===== config.mk =====
export PLATFORM = sky130hd
export DESIGN_NAME = mksm_core
export DESIGN_NICKNAME = d
export VERILOG_FILES = /design/src/hw/mksm_pkg.sv /design/src/hw/mksm_core.sv
export SDC_FILE = /design/constraint.sdc
export NUM_CORES = 2
export LEC_CHECK = 0
export BUFFER_PORTS_ARGS = -buffer_cell sky130_fd_sc_hd__buf_4
export CAP_MARGIN = 20
export CORE_AREA = 2 2 478 480
export CTS_BUF_LIST = sky130_fd_sc_hd__clkbuf_4 sky130_fd_sc_hd__clkbuf_8
export CTS_CLUSTER_DIAMETER = 30
export DETAILED_ROUTE_END_ITERATION = 8
export DIE_AREA = 0 0 480 482
export GPL_ROUTABILITY_DRIVEN = 0
export PLACE_DENSITY = 0.3
export SYNTH_ARGS = -nofsm -noshare
export SYNTH_HDL_FRONTEND = slang
export SYNTH_SLANG_ARGS = --single-unit

===== constraint.sdc =====
create_clock -name mclk -period 7.6 [get_ports mclk]
set_clock_uncertainty 0.15 [all_clocks]
set_input_delay 0.38 -clock mclk [delete_from_list [all_inputs] [get_ports mclk]]
set_output_delay 0.38 -clock mclk [all_outputs]
set_load 0.005 [all_outputs]

===== src/hw/mksm_pkg.sv =====
// Package: constants and types for the MAC security key state manager
package mksm_pkg;
  localparam int KEY_W = 128;
  localparam int LVL_W = 2;
  localparam logic [1:0] LVL_NONE = 2'h0;
  localparam logic [1:0] LVL_ONE = 2'h1;
  localparam logic [1:0] LVL_TWO = 2'h2;
  // Frame protection classes
  localparam logic [1:0] PROT_PLAIN = 2'h0;
  localparam logic [1:0] PROT_AUTH = 2'h1;
  localparam logic [1:0] PROT_AUTH_ENC = 2'h2;
  // Key roles handed to the derivation engine
  localparam logic [1:0] DRV_WRAP = 2'h0;
  localparam logic [1:0] DRV_JOIN = 2'h1;
  // Connection kinds
  localparam logic [1:0] CONN_UNI = 2'h0;
  localparam logic [1:0] CONN_MULTI = 2'h1;
  localparam logic [1:0] CONN_BCAST = 2'h2;
  // Register offsets
  localparam logic [3:0] REG_CTRL = 4'h0;
  localparam logic [3:0] REG_STATUS = 4'h1;
  localparam logic [3:0] REG_PERIOD = 4'h2;
  localparam logic [3:0] REG_LEVEL = 4'h3;
  // Timing
  localparam longint CLK_HZ = 125000000;
  localparam longint GROUP_HOLD_S = 10800; // 3 hours
  localparam longint GROUP_HOLD_CYC = GROUP_HOLD_S * CLK_HZ;
  localparam logic [31:0] PERIOD_RST = 32'h0000_ffff;
  typedef enum logic [3:0] {
    MKSM_DISC = 4'h1,
    MKSM_JOINING = 4'h2,
    MKSM_JOINED = 4'h4,
    MKSM_CONFIRM = 4'h8
  } mksm_state_t;
endpackage


===== src/hw/mksm_core.sv =====
// Security key state manager: join level, key slots, refresh timers, frame protection
`timescale 1ns/1ps
// Behaviour
// - Join offers one level; reply echoes it, gives 0/1/2, or rejects.
// - One negotiated level applies to all traffic and connections of the node.
// - Unique 128-bit root key used only to derive other keys.
// - Wrap key derived from root key with subnet address; used only to unwrap.
// - Join auth key derived likewise; protects join messages only when not rejoining.
// - Missing refresh within period returns node to disconnected.
// - Join response with unwrap failure is discarded; joining continues.
// - New unicast key used for transmit immediately on receipt.
// - Old and new unicast keys both accepted until exchange completes.
// - Unicast unwrap failure reported; old key kept.
// - New group key used only after frame with it arrives or 3 hours pass.
// - Group unwrap failure reported; old group key kept.
// - Plain frames bypass CCM; no tag appended or checked.
// - Auth-only frames feed masked header, subheader, payload all as associated data.
// - Auth-encrypt frames feed headers as associated data, payload as CCM payload.
// - Levels 1 and 2: data plain only if both sides decline security.
// - Broadcast always secured (here plain at level 0 and for level-1 control frames); multicast upgrades on secured receipt, never downgrades.
module mksm_core #(
  parameter longint GROUP_HOLD = mksm_pkg::GROUP_HOLD_CYC,
  parameter int     NCONN      = 8
) (
  input  wire logic                       mclk,
  input  wire logic                       srst,
  input  wire logic [3:0]                 reg_addr,
  input  wire logic [31:0]                reg_wdata,
  input  wire logic                       reg_wr,
  input  wire logic                       reg_rd,
  output logic      [31:0]                reg_rdata,
  input  wire logic [mksm_pkg::KEY_W-1:0] root_key_attribute,
  input  wire logic [39:0]                subnet_address,
  output logic      [1:0]                 drv_role,
  output logic      [mksm_pkg::KEY_W-1:0] drv_key,
  output logic      [39:0]                drv_context,
  input  wire logic                       join_response,
  input  wire logic                       join_reject,
  input  wire logic [1:0]                 rsp_level,
  input  wire logic                       rejoin_flag,
  output logic                            join_use_auth_key,
  input  wire logic                       key_refresh_msg,
  input  wire logic                       uni_present,
  input  wire logic                       grp_present,
  input  wire logic                       uni_unwrap_ok,
  input  wire logic                       grp_unwrap_ok,
  input  wire logic [mksm_pkg::KEY_W-1:0] uni_key_in,
  input  wire logic [mksm_pkg::KEY_W-1:0] grp_key_in,
  input  wire logic                       refresh_done,
  input  wire logic                       rx_grp_new,
  output logic                            uni_fail,
  output logic                            grp_fail,
  output logic      [mksm_pkg::KEY_W-1:0] uni_tx_key,
  output logic      [mksm_pkg::KEY_W-1:0] uni_old_key,
  output logic                            uni_old_ok,
  output logic      [mksm_pkg::KEY_W-1:0] grp_tx_key,
  output logic      [mksm_pkg::KEY_W-1:0] grp_new_key,
  output logic                            grp_new_ok,
  input  wire logic                       conn_set,
  input  wire logic [$clog2(NCONN)-1:0]   conn_id,
  input  wire logic [1:0]                 conn_kind,
  input  wire logic                       conn_local_sec,
  input  wire logic                       conn_peer_sec,
  input  wire logic                       rx_secured,
  input  wire logic                       frm_req,
  input  wire logic                       frm_ctrl,
  output logic      [1:0]                 frm_prot,
  output logic                            frm_mask_fields,
  output logic                            frm_payload_enc,
  output logic      [1:0]                 link_state
);
  // Key state
  mksm_pkg::mksm_state_t st_ff, nxt_st;
  logic [1:0]  lvl_ff, nxt_lvl, offer_ff, nxt_offer;
  logic [31:0] period_ff, nxt_period, ref_cnt_ff, nxt_ref_cnt;
  logic [63:0] grp_cnt_ff, nxt_grp_cnt;
  logic [mksm_pkg::KEY_W-1:0] uni_cur_ff, nxt_uni_cur, uni_old_ff, nxt_uni_old;
  logic [mksm_pkg::KEY_W-1:0] grp_cur_ff, nxt_grp_cur, grp_new_ff, nxt_grp_new;
  logic uni_old_v_ff, nxt_uni_old_v, grp_new_v_ff, nxt_grp_new_v;
  logic uni_fail_ff, nxt_uni_fail, grp_fail_ff, nxt_grp_fail;
  logic join_go_ff, nxt_join_go, timeout_ff, nxt_timeout;
  logic [NCONN-1:0] sec_ff, nxt_sec, bc_ff, nxt_bc;
  logic [1:0] prot_ff, nxt_prot;
  logic [31:0] rdata_ff, nxt_rdata;

  // Level 0 never secures anything
  function automatic logic lvl_secure(input logic [1:0] l);
    return (l == mksm_pkg::LVL_ONE) || (l == mksm_pkg::LVL_TWO);
  endfunction

  // Root key only feeds derivation; context is the subnet address
  assign drv_key = root_key_attribute;
  assign drv_context = subnet_address;
  assign drv_role = (st_ff == mksm_pkg::MKSM_JOINING) ? mksm_pkg::DRV_JOIN
                                                      : mksm_pkg::DRV_WRAP;
  assign join_use_auth_key = lvl_secure(offer_ff) && !rejoin_flag;

  // Join, refresh and key slot next state
  always_comb begin
    nxt_st = st_ff;
    nxt_lvl = lvl_ff;
    nxt_offer = offer_ff;
    nxt_period = period_ff;
    nxt_ref_cnt = ref_cnt_ff;
    nxt_grp_cnt = grp_cnt_ff;
    nxt_uni_cur = uni_cur_ff;
    nxt_uni_old = uni_old_ff;
    nxt_uni_old_v = uni_old_v_ff;
    nxt_grp_cur = grp_cur_ff;
    nxt_grp_new = grp_new_ff;
    nxt_grp_new_v = grp_new_v_ff;
    nxt_uni_fail = uni_fail_ff;
    nxt_grp_fail = grp_fail_ff;
    nxt_join_go = 1'b0;
    nxt_timeout = timeout_ff;
    // Software control
    if (reg_wr && reg_addr == mksm_pkg::REG_CTRL) begin
      nxt_offer = reg_wdata[1:0];
      nxt_join_go = reg_wdata[4];
      if (reg_wdata[8]) nxt_uni_fail = 1'b0;
      if (reg_wdata[9]) nxt_grp_fail = 1'b0;
      if (reg_wdata[10]) nxt_timeout = 1'b0;
    end
    if (reg_wr && reg_addr == mksm_pkg::REG_PERIOD) nxt_period = reg_wdata;
    case (st_ff)
      mksm_pkg::MKSM_DISC: begin
        if (join_go_ff) nxt_st = mksm_pkg::MKSM_JOINING;
      end
      mksm_pkg::MKSM_JOINING: begin
        if (join_reject) begin
          nxt_st = mksm_pkg::MKSM_DISC;
        end else if (join_response && uni_unwrap_ok && grp_unwrap_ok) begin
          nxt_st = mksm_pkg::MKSM_CONFIRM;
          nxt_lvl = rsp_level;
          nxt_uni_cur = uni_key_in;
          nxt_grp_cur = grp_key_in;
          nxt_uni_old_v = 1'b0;
          nxt_grp_new_v = 1'b0;
          nxt_ref_cnt = 32'h0;
        end
        // Failed unwrap: response dropped, stay joining
      end
      mksm_pkg::MKSM_CONFIRM: begin
        // Software decides whether a weaker level is acceptable
        if (join_go_ff) nxt_st = mksm_pkg::MKSM_JOINED;
        else if (reg_wr && reg_addr == mksm_pkg::REG_CTRL && reg_wdata[5])
          nxt_st = mksm_pkg::MKSM_DISC;
      end
      mksm_pkg::MKSM_JOINED: begin
        nxt_ref_cnt = ref_cnt_ff + 32'h1;
        if (key_refresh_msg) nxt_ref_cnt = 32'h0;
        if (!key_refresh_msg && ref_cnt_ff >= period_ff) begin
          nxt_st = mksm_pkg::MKSM_DISC;
          nxt_timeout = 1'b1;
          // Pending key slots die with the link, so a rejoin starts clean
          nxt_uni_old_v = 1'b0;
          nxt_grp_new_v = 1'b0;
        end
        if (key_refresh_msg && uni_present) begin
          if (uni_unwrap_ok) begin
            nxt_uni_old = uni_cur_ff;
            nxt_uni_old_v = 1'b1;
            nxt_uni_cur = uni_key_in;
          end else begin
            nxt_uni_fail = 1'b1;
          end
        end else if (refresh_done) begin
          nxt_uni_old_v = 1'b0;
        end
        if (key_refresh_msg && grp_present) begin
          if (grp_unwrap_ok) begin
            nxt_grp_new = grp_key_in;
            nxt_grp_new_v = 1'b1;
            nxt_grp_cnt = 64'h0;
          end else begin
            nxt_grp_fail = 1'b1;
          end
        end else if (grp_new_v_ff) begin
          nxt_grp_cnt = grp_cnt_ff + 64'h1;
          if (rx_grp_new || grp_cnt_ff >= 64'(GROUP_HOLD - 1)) begin
            nxt_grp_cur = grp_new_ff;
            nxt_grp_new_v = 1'b0;
          end
        end
      end
      default: nxt_st = mksm_pkg::MKSM_DISC;
    endcase
  end

  // Key state registers
  always_ff @(posedge mclk) begin
    if (srst) begin
      st_ff <= mksm_pkg::MKSM_DISC;
      lvl_ff <= mksm_pkg::LVL_NONE;
      offer_ff <= mksm_pkg::LVL_TWO;
      period_ff <= mksm_pkg::PERIOD_RST;
      ref_cnt_ff <= 32'h0;
      grp_cnt_ff <= 64'h0;
      uni_cur_ff <= '0;
      uni_old_ff <= '0;
      uni_old_v_ff <= 1'b0;
      grp_cur_ff <= '0;
      grp_new_ff <= '0;
      grp_new_v_ff <= 1'b0;
      uni_fail_ff <= 1'b0;
      grp_fail_ff <= 1'b0;
      join_go_ff <= 1'b0;
      timeout_ff <= 1'b0;
    end else begin
      st_ff <= nxt_st;
      lvl_ff <= nxt_lvl;
      offer_ff <= nxt_offer;
      period_ff <= nxt_period;
      ref_cnt_ff <= nxt_ref_cnt;
      grp_cnt_ff <= nxt_grp_cnt;
      uni_cur_ff <= nxt_uni_cur;
      uni_old_ff <= nxt_uni_old;
      uni_old_v_ff <= nxt_uni_old_v;
      grp_cur_ff <= nxt_grp_cur;
      grp_new_ff <= nxt_grp_new;
      grp_new_v_ff <= nxt_grp_new_v;
      uni_fail_ff <= nxt_uni_fail;
      grp_fail_ff <= nxt_grp_fail;
      join_go_ff <= nxt_join_go;
      timeout_ff <= nxt_timeout;
    end
  end

  assign uni_tx_key = uni_cur_ff;
  assign uni_old_key = uni_old_ff;
  assign uni_old_ok = uni_old_v_ff;
  assign grp_tx_key = grp_cur_ff;
  assign grp_new_key = grp_new_ff;
  assign grp_new_ok = grp_new_v_ff;
  assign uni_fail = uni_fail_ff;
  assign grp_fail = grp_fail_ff;
  assign link_state = {st_ff == mksm_pkg::MKSM_JOINED, st_ff == mksm_pkg::MKSM_CONFIRM};

  // Per-connection security table and frame classing
  always_comb begin
    nxt_sec = sec_ff;
    nxt_bc = bc_ff;
    nxt_prot = prot_ff;
    if (conn_set) begin
      nxt_bc[conn_id] = (conn_kind == mksm_pkg::CONN_BCAST);
      nxt_sec[conn_id] = (conn_kind == mksm_pkg::CONN_BCAST)
                         || conn_local_sec || conn_peer_sec;
    end else if (rx_secured && frm_req) begin
      nxt_sec[conn_id] = 1'b1;
    end
    if (frm_req) begin
      if (!lvl_secure(lvl_ff)) nxt_prot = mksm_pkg::PROT_PLAIN;
      else if (frm_ctrl) nxt_prot = (lvl_ff == mksm_pkg::LVL_TWO) ? mksm_pkg::PROT_AUTH_ENC
                                                                   : mksm_pkg::PROT_PLAIN;
      // A secured frame is handled secured before its upgrade lands in the table
      else if (sec_ff[conn_id] || bc_ff[conn_id] || rx_secured)
        nxt_prot = mksm_pkg::PROT_AUTH_ENC;
      else nxt_prot = mksm_pkg::PROT_PLAIN;
    end
  end

  always_ff @(posedge mclk) begin
    if (srst) begin
      sec_ff <= '0;
      bc_ff <= '0;
      prot_ff <= mksm_pkg::PROT_PLAIN;
    end else begin
      sec_ff <= nxt_sec;
      bc_ff <= nxt_bc;
      prot_ff <= nxt_prot;
    end
  end

  // Plain bypasses CCM; masked fields only under CCM
  assign frm_prot = prot_ff;
  assign frm_mask_fields = (prot_ff != mksm_pkg::PROT_PLAIN);
  assign frm_payload_enc = (prot_ff == mksm_pkg::PROT_AUTH_ENC);

  // Register read
  always_comb begin
    nxt_rdata = 32'h0;
    if (reg_rd) begin
      case (reg_addr)
        mksm_pkg::REG_CTRL: nxt_rdata = {30'h0, offer_ff};
        mksm_pkg::REG_STATUS: nxt_rdata = {21'h0, timeout_ff, grp_fail_ff, uni_fail_ff,
                                           grp_new_v_ff, uni_old_v_ff, 2'h0, st_ff};
        mksm_pkg::REG_PERIOD: nxt_rdata = period_ff;
        mksm_pkg::REG_LEVEL: nxt_rdata = {30'h0, lvl_ff};
        default: nxt_rdata = 32'h0;
      endcase
    end
  end

  always_ff @(posedge mclk) begin
    if (srst) rdata_ff <= 32'h0;
    else rdata_ff <= nxt_rdata;
  end
  assign reg_rdata = rdata_ff;

  // Checks
  property p_refresh_timeout;
    @(posedge mclk) disable iff (srst)
      (st_ff == mksm_pkg::MKSM_JOINED && !key_refresh_msg && ref_cnt_ff >= period_ff)
      |=> st_ff == mksm_pkg::MKSM_DISC;
  endproperty
  a_refresh_timeout: assert property (p_refresh_timeout) else $error("no timeout");
  property p_bad_join;
    @(posedge mclk) disable iff (srst)
      (st_ff == mksm_pkg::MKSM_JOINING && join_response && !join_reject && !uni_unwrap_ok)
      |=> st_ff == mksm_pkg::MKSM_JOINING;
  endproperty
  a_bad_join: assert property (p_bad_join) else $error("bad join accepted");
  property p_uni_switch;
    @(posedge mclk) disable iff (srst)
      (st_ff == mksm_pkg::MKSM_JOINED && key_refresh_msg && uni_present && uni_unwrap_ok)
      |=> uni_tx_key == $past(uni_key_in) && uni_old_ok;
  endproperty
  a_uni_switch: assert property (p_uni_switch) else $error("unicast key not switched");
  property p_uni_fail;
    @(posedge mclk) disable iff (srst)
      (st_ff == mksm_pkg::MKSM_JOINED && key_refresh_msg && uni_present && !uni_unwrap_ok)
      |=> uni_fail && $stable(uni_tx_key);
  endproperty
  a_uni_fail: assert property (p_uni_fail) else $error("unicast failure mishandled");
  property p_grp_hold;
    @(posedge mclk) disable iff (srst)
      (grp_new_ok && !rx_grp_new && !key_refresh_msg && grp_cnt_ff < 64'(GROUP_HOLD - 1))
      |=> $stable(grp_tx_key);
  endproperty
  a_grp_hold: assert property (p_grp_hold) else $error("group key switched early");
  property p_grp_fail;
    @(posedge mclk) disable iff (srst)
      (st_ff == mksm_pkg::MKSM_JOINED && key_refresh_msg && grp_present && !grp_unwrap_ok)
      |=> grp_fail && $stable(grp_tx_key);
  endproperty
  a_grp_fail: assert property (p_grp_fail) else $error("group failure mishandled");
  property p_plain;
    @(posedge mclk) disable iff (srst)
      frm_req && !lvl_secure(lvl_ff) |=> frm_prot == mksm_pkg::PROT_PLAIN && !frm_mask_fields;
  endproperty
  a_plain: assert property (p_plain) else $error("level 0 frame protected");
  property p_bcast;
    @(posedge mclk) disable iff (srst)
      conn_set && conn_kind == mksm_pkg::CONN_BCAST |=> sec_ff[$past(conn_id)];
  endproperty
  a_bcast: assert property (p_bcast) else $error("broadcast not secured");
  c_join: cover property (@(posedge mclk) st_ff == mksm_pkg::MKSM_JOINED);
  c_grp_swap: cover property (@(posedge mclk) grp_new_ok && rx_grp_new);
  c_timeout: cover property (@(posedge mclk) timeout_ff);
endmodule


==> run summary <==
# IOs - 1212
Drt total wl - 153400 um
Startpoint Class - flop
# DRC - 0
Share of cells above drive strength 1 - 0.2714
CTS buffer count - 289
Die width - 480 um
Die Y - 482 um
Most frequent cells in the layout - 1157 x nand2_1, 892 x buf_4, 703 x dfxtp_1
Routed wire length per instance - 18.64 um
Mapped Avg Cell Area - 7.960 um2
CP Max Fanout - 174
Initial DRC Count - 1284
Yosys warns - 0
Leak - 19.54 nW
Core area - 226400 um2
Fin. Hold Viols - 0
Row count - 175
Clock tree from TritonCTS - built
CTS root buffer - clkbuf_8
Ys flop type - dfxtp_1
Setup TNS - 0 ns
Number of vias per cell - 3.704
Tcrit/Tclk final - 0.6029
Worst path arrival time - 5.26 ns
Post-Syn Instances - 3618
Area share of the largest cell type after synthesis - 0.4887
Die area - 231400 um2
Global route total overflow - 0
Post-synth EDFFs - 0
First-pass GRT wire length - 216500 um
H-tree levels - 5
Max_cap viols - 0
Initial Util - 0.1272
CP Data Required Time - 8.28 ns
Peak VDD IR - 0.1600 mV
Worst skew pair latency - 0.97 ns
Area leader, netlist - dfxtp_1
Sequential-to-total area share from yosys stat - 0.4887
HP Class - input pin to flop
Number of global-route vias before repair - 31040
Synth area leaders - dfxtp_1 49%, nand2_1 15%, a21oi_1 7.7%
Period minus WS final - 4.582 ns
Initial antenna violation count - 20
Slew headroom - 0.2826
Drt pass-1 iters - 8
P&R area growth vs syn - 71.21%
Fmax - 218.3 MHz
Register area - 14070 um2
Routed Antenna Nets - 0
DP Wirelength - 106400 um
Slew Limit Fails - 0
Fillcell total - 25400
Synth cell types - 72
Crit Path Class - flop to flop
Most common cell after layout, fill and taps aside - nand2_1
RSZ-0062 raised after global routing - false
Fraction of registers with async set or reset after synthesis - 0
Cell Pwr Density - 229.3 nW/um2
Final Setup Violations - 0
Clock Tree Buf Depth - 4
Clock-pin slew on the worst setup and hold paths - 0.04 ns
Final Power - 11.30 mW
Worst setup EP type - flop
Cell Area, Synth - 28800 um2
Fin nets - 5540
FF+latch count, synth - 703
Largest net degree at the start of global routing - 175
Port buffer count - 873
Multi-input gate area - 12410 um2
Least-Margin Pin Slew - 1.076 ns
GRT Overall Usage - 0.1268
Util after Layout - 0.2178
Clk sinks - 703
Routed vias - 30480
Status - completed
Resized Gates After CTS - 0
kinds of logic (layout without fill, tap and decap cells):
| family | after synthesis | in the layout | share of synthesized area |
|---|---|---|---|
| multiplexers | 12 | 12 | 0.005083 |
| AND/OR/NAND/NOR | 1531 | 1531 | 0.2215 |
| buffers and inverters | 452 | 2039 | 0.08264 |
| flip-flops | 703 | 703 | 0.4887 |
| other | 1 | 18 | 0.0001302 |
| AO/OA/AOI/OAI | 814 | 814 | 0.1655 |
| adder cells (fa/ha/maj) | 35 | 35 | 0.01521 |
| XOR/XNOR | 70 | 70 | 0.02129 |
layout make-up:
type,count,area share
clock buffers,431,0.1112
multi-input cells,2464,0.2516
well taps,3009,0.07636
inverters,47,0.003680
clock inverters,48,0.007512
repair buffers,1513,0.2634
flip-flops and latches,703,0.2854
diodes,16,0.0008121
metal layers:
layer	vias to the layer above	routed length [um]	global-route usage	part of all wire
li1	14840	-	-	-
met1	14200	63090	0.1472	0.41
met2	1076	69670	0.2004	0.45
met3	355	14060	0.05463	0.092
met4	10	6557	0.05989	0.043
met5	-	60	0	0.00039
state kept, by name, indices dropped and copies added, names as in the netlist, 32 cells and up:
register	flops
grp_tx_key	128
uni_old_key	128
grp_new_key	128
ref_cnt_ff	32
period_ff	32
uni_tx_key	128
reg_rdata	32
grp_cnt_ff	64
path summary, 6_finish.rpt:
path                  startpoint               to  slack (ns)  cells past startpoint
hold reg to reg   uni_tx_key[32]  uni_old_key[32]        0.29                      2
setup reg to reg        st_ff[1]  grp_tx_key[122]        3.02                      9
setup / recovery        st_ff[1]  grp_tx_key[122]        3.02                      9
hold / removal    uni_key_in[24]   uni_tx_key[24]        0.16                      4
synth_stat cells (all sizes together), types with 3 or more instances:
cell / instances
nor2b: 9
nand2: 1158
o21a: 130
inv: 46
ha: 35
nand3: 48
nand2b: 3
xnor2: 24
or3: 21
o21ai: 40
dfxtp: 703
and4: 10
mux2i: 9
clkbuf: 198
nand4: 26
buf: 207
or4: 4
o211ai: 19
nor3: 29
a21oi: 444
a311oi: 4
xor2: 46
a21o: 3
and2: 30
or2: 4
nand4b: 4
a22oi: 19
nor2: 143
a31oi: 133
nor4: 17
a211oi: 5
and3: 16
worst max-delay path, stage by stage (launching register included):
cell and delay [ns]:
dfxtp_1 0.41, or4b_4 0.63, inv_6 0.45, nand3_1 0.39, nand2_1 0.09, a221o_1 0.32
a21oi_4 0.70, buf_12 0.56, a31oi_1 0.17, o21a_1 0.15
timing repair:
action | 4_1_cts | 5_1_grt
endpoints found under the setup margin | 0 | 0
endpoints found under the hold margin | 497 | 0
hold buffers | 613 | 0
buffers inserted | 0 | 0
through the flow:
stage	setup slack, ns	cell area (um2)	std cells	hold slack, ns
finish	3.018	49300	8231	0.1573
global route	2.617	49290	8224	0.04743
floorplan	4.992	28800	3619	0.2798
detailed placement	2.894	37280	7123	0.2888
CTS	2.882	49260	8215	0.002294
global placement	3.007	37280	7123	0.2850
where the power goes:
group | internal, mW | switching, mW | total (mW)
Sequential | 3.71 | 0.00327 | 3.71
Clock | 4.62 | 2.41 | 7.03
Combinational | 0.341 | 0.222 | 0.563
Total | 8.67 | 2.64 | 11.3
No activity file was read; power rests on OpenSTA's default activity.
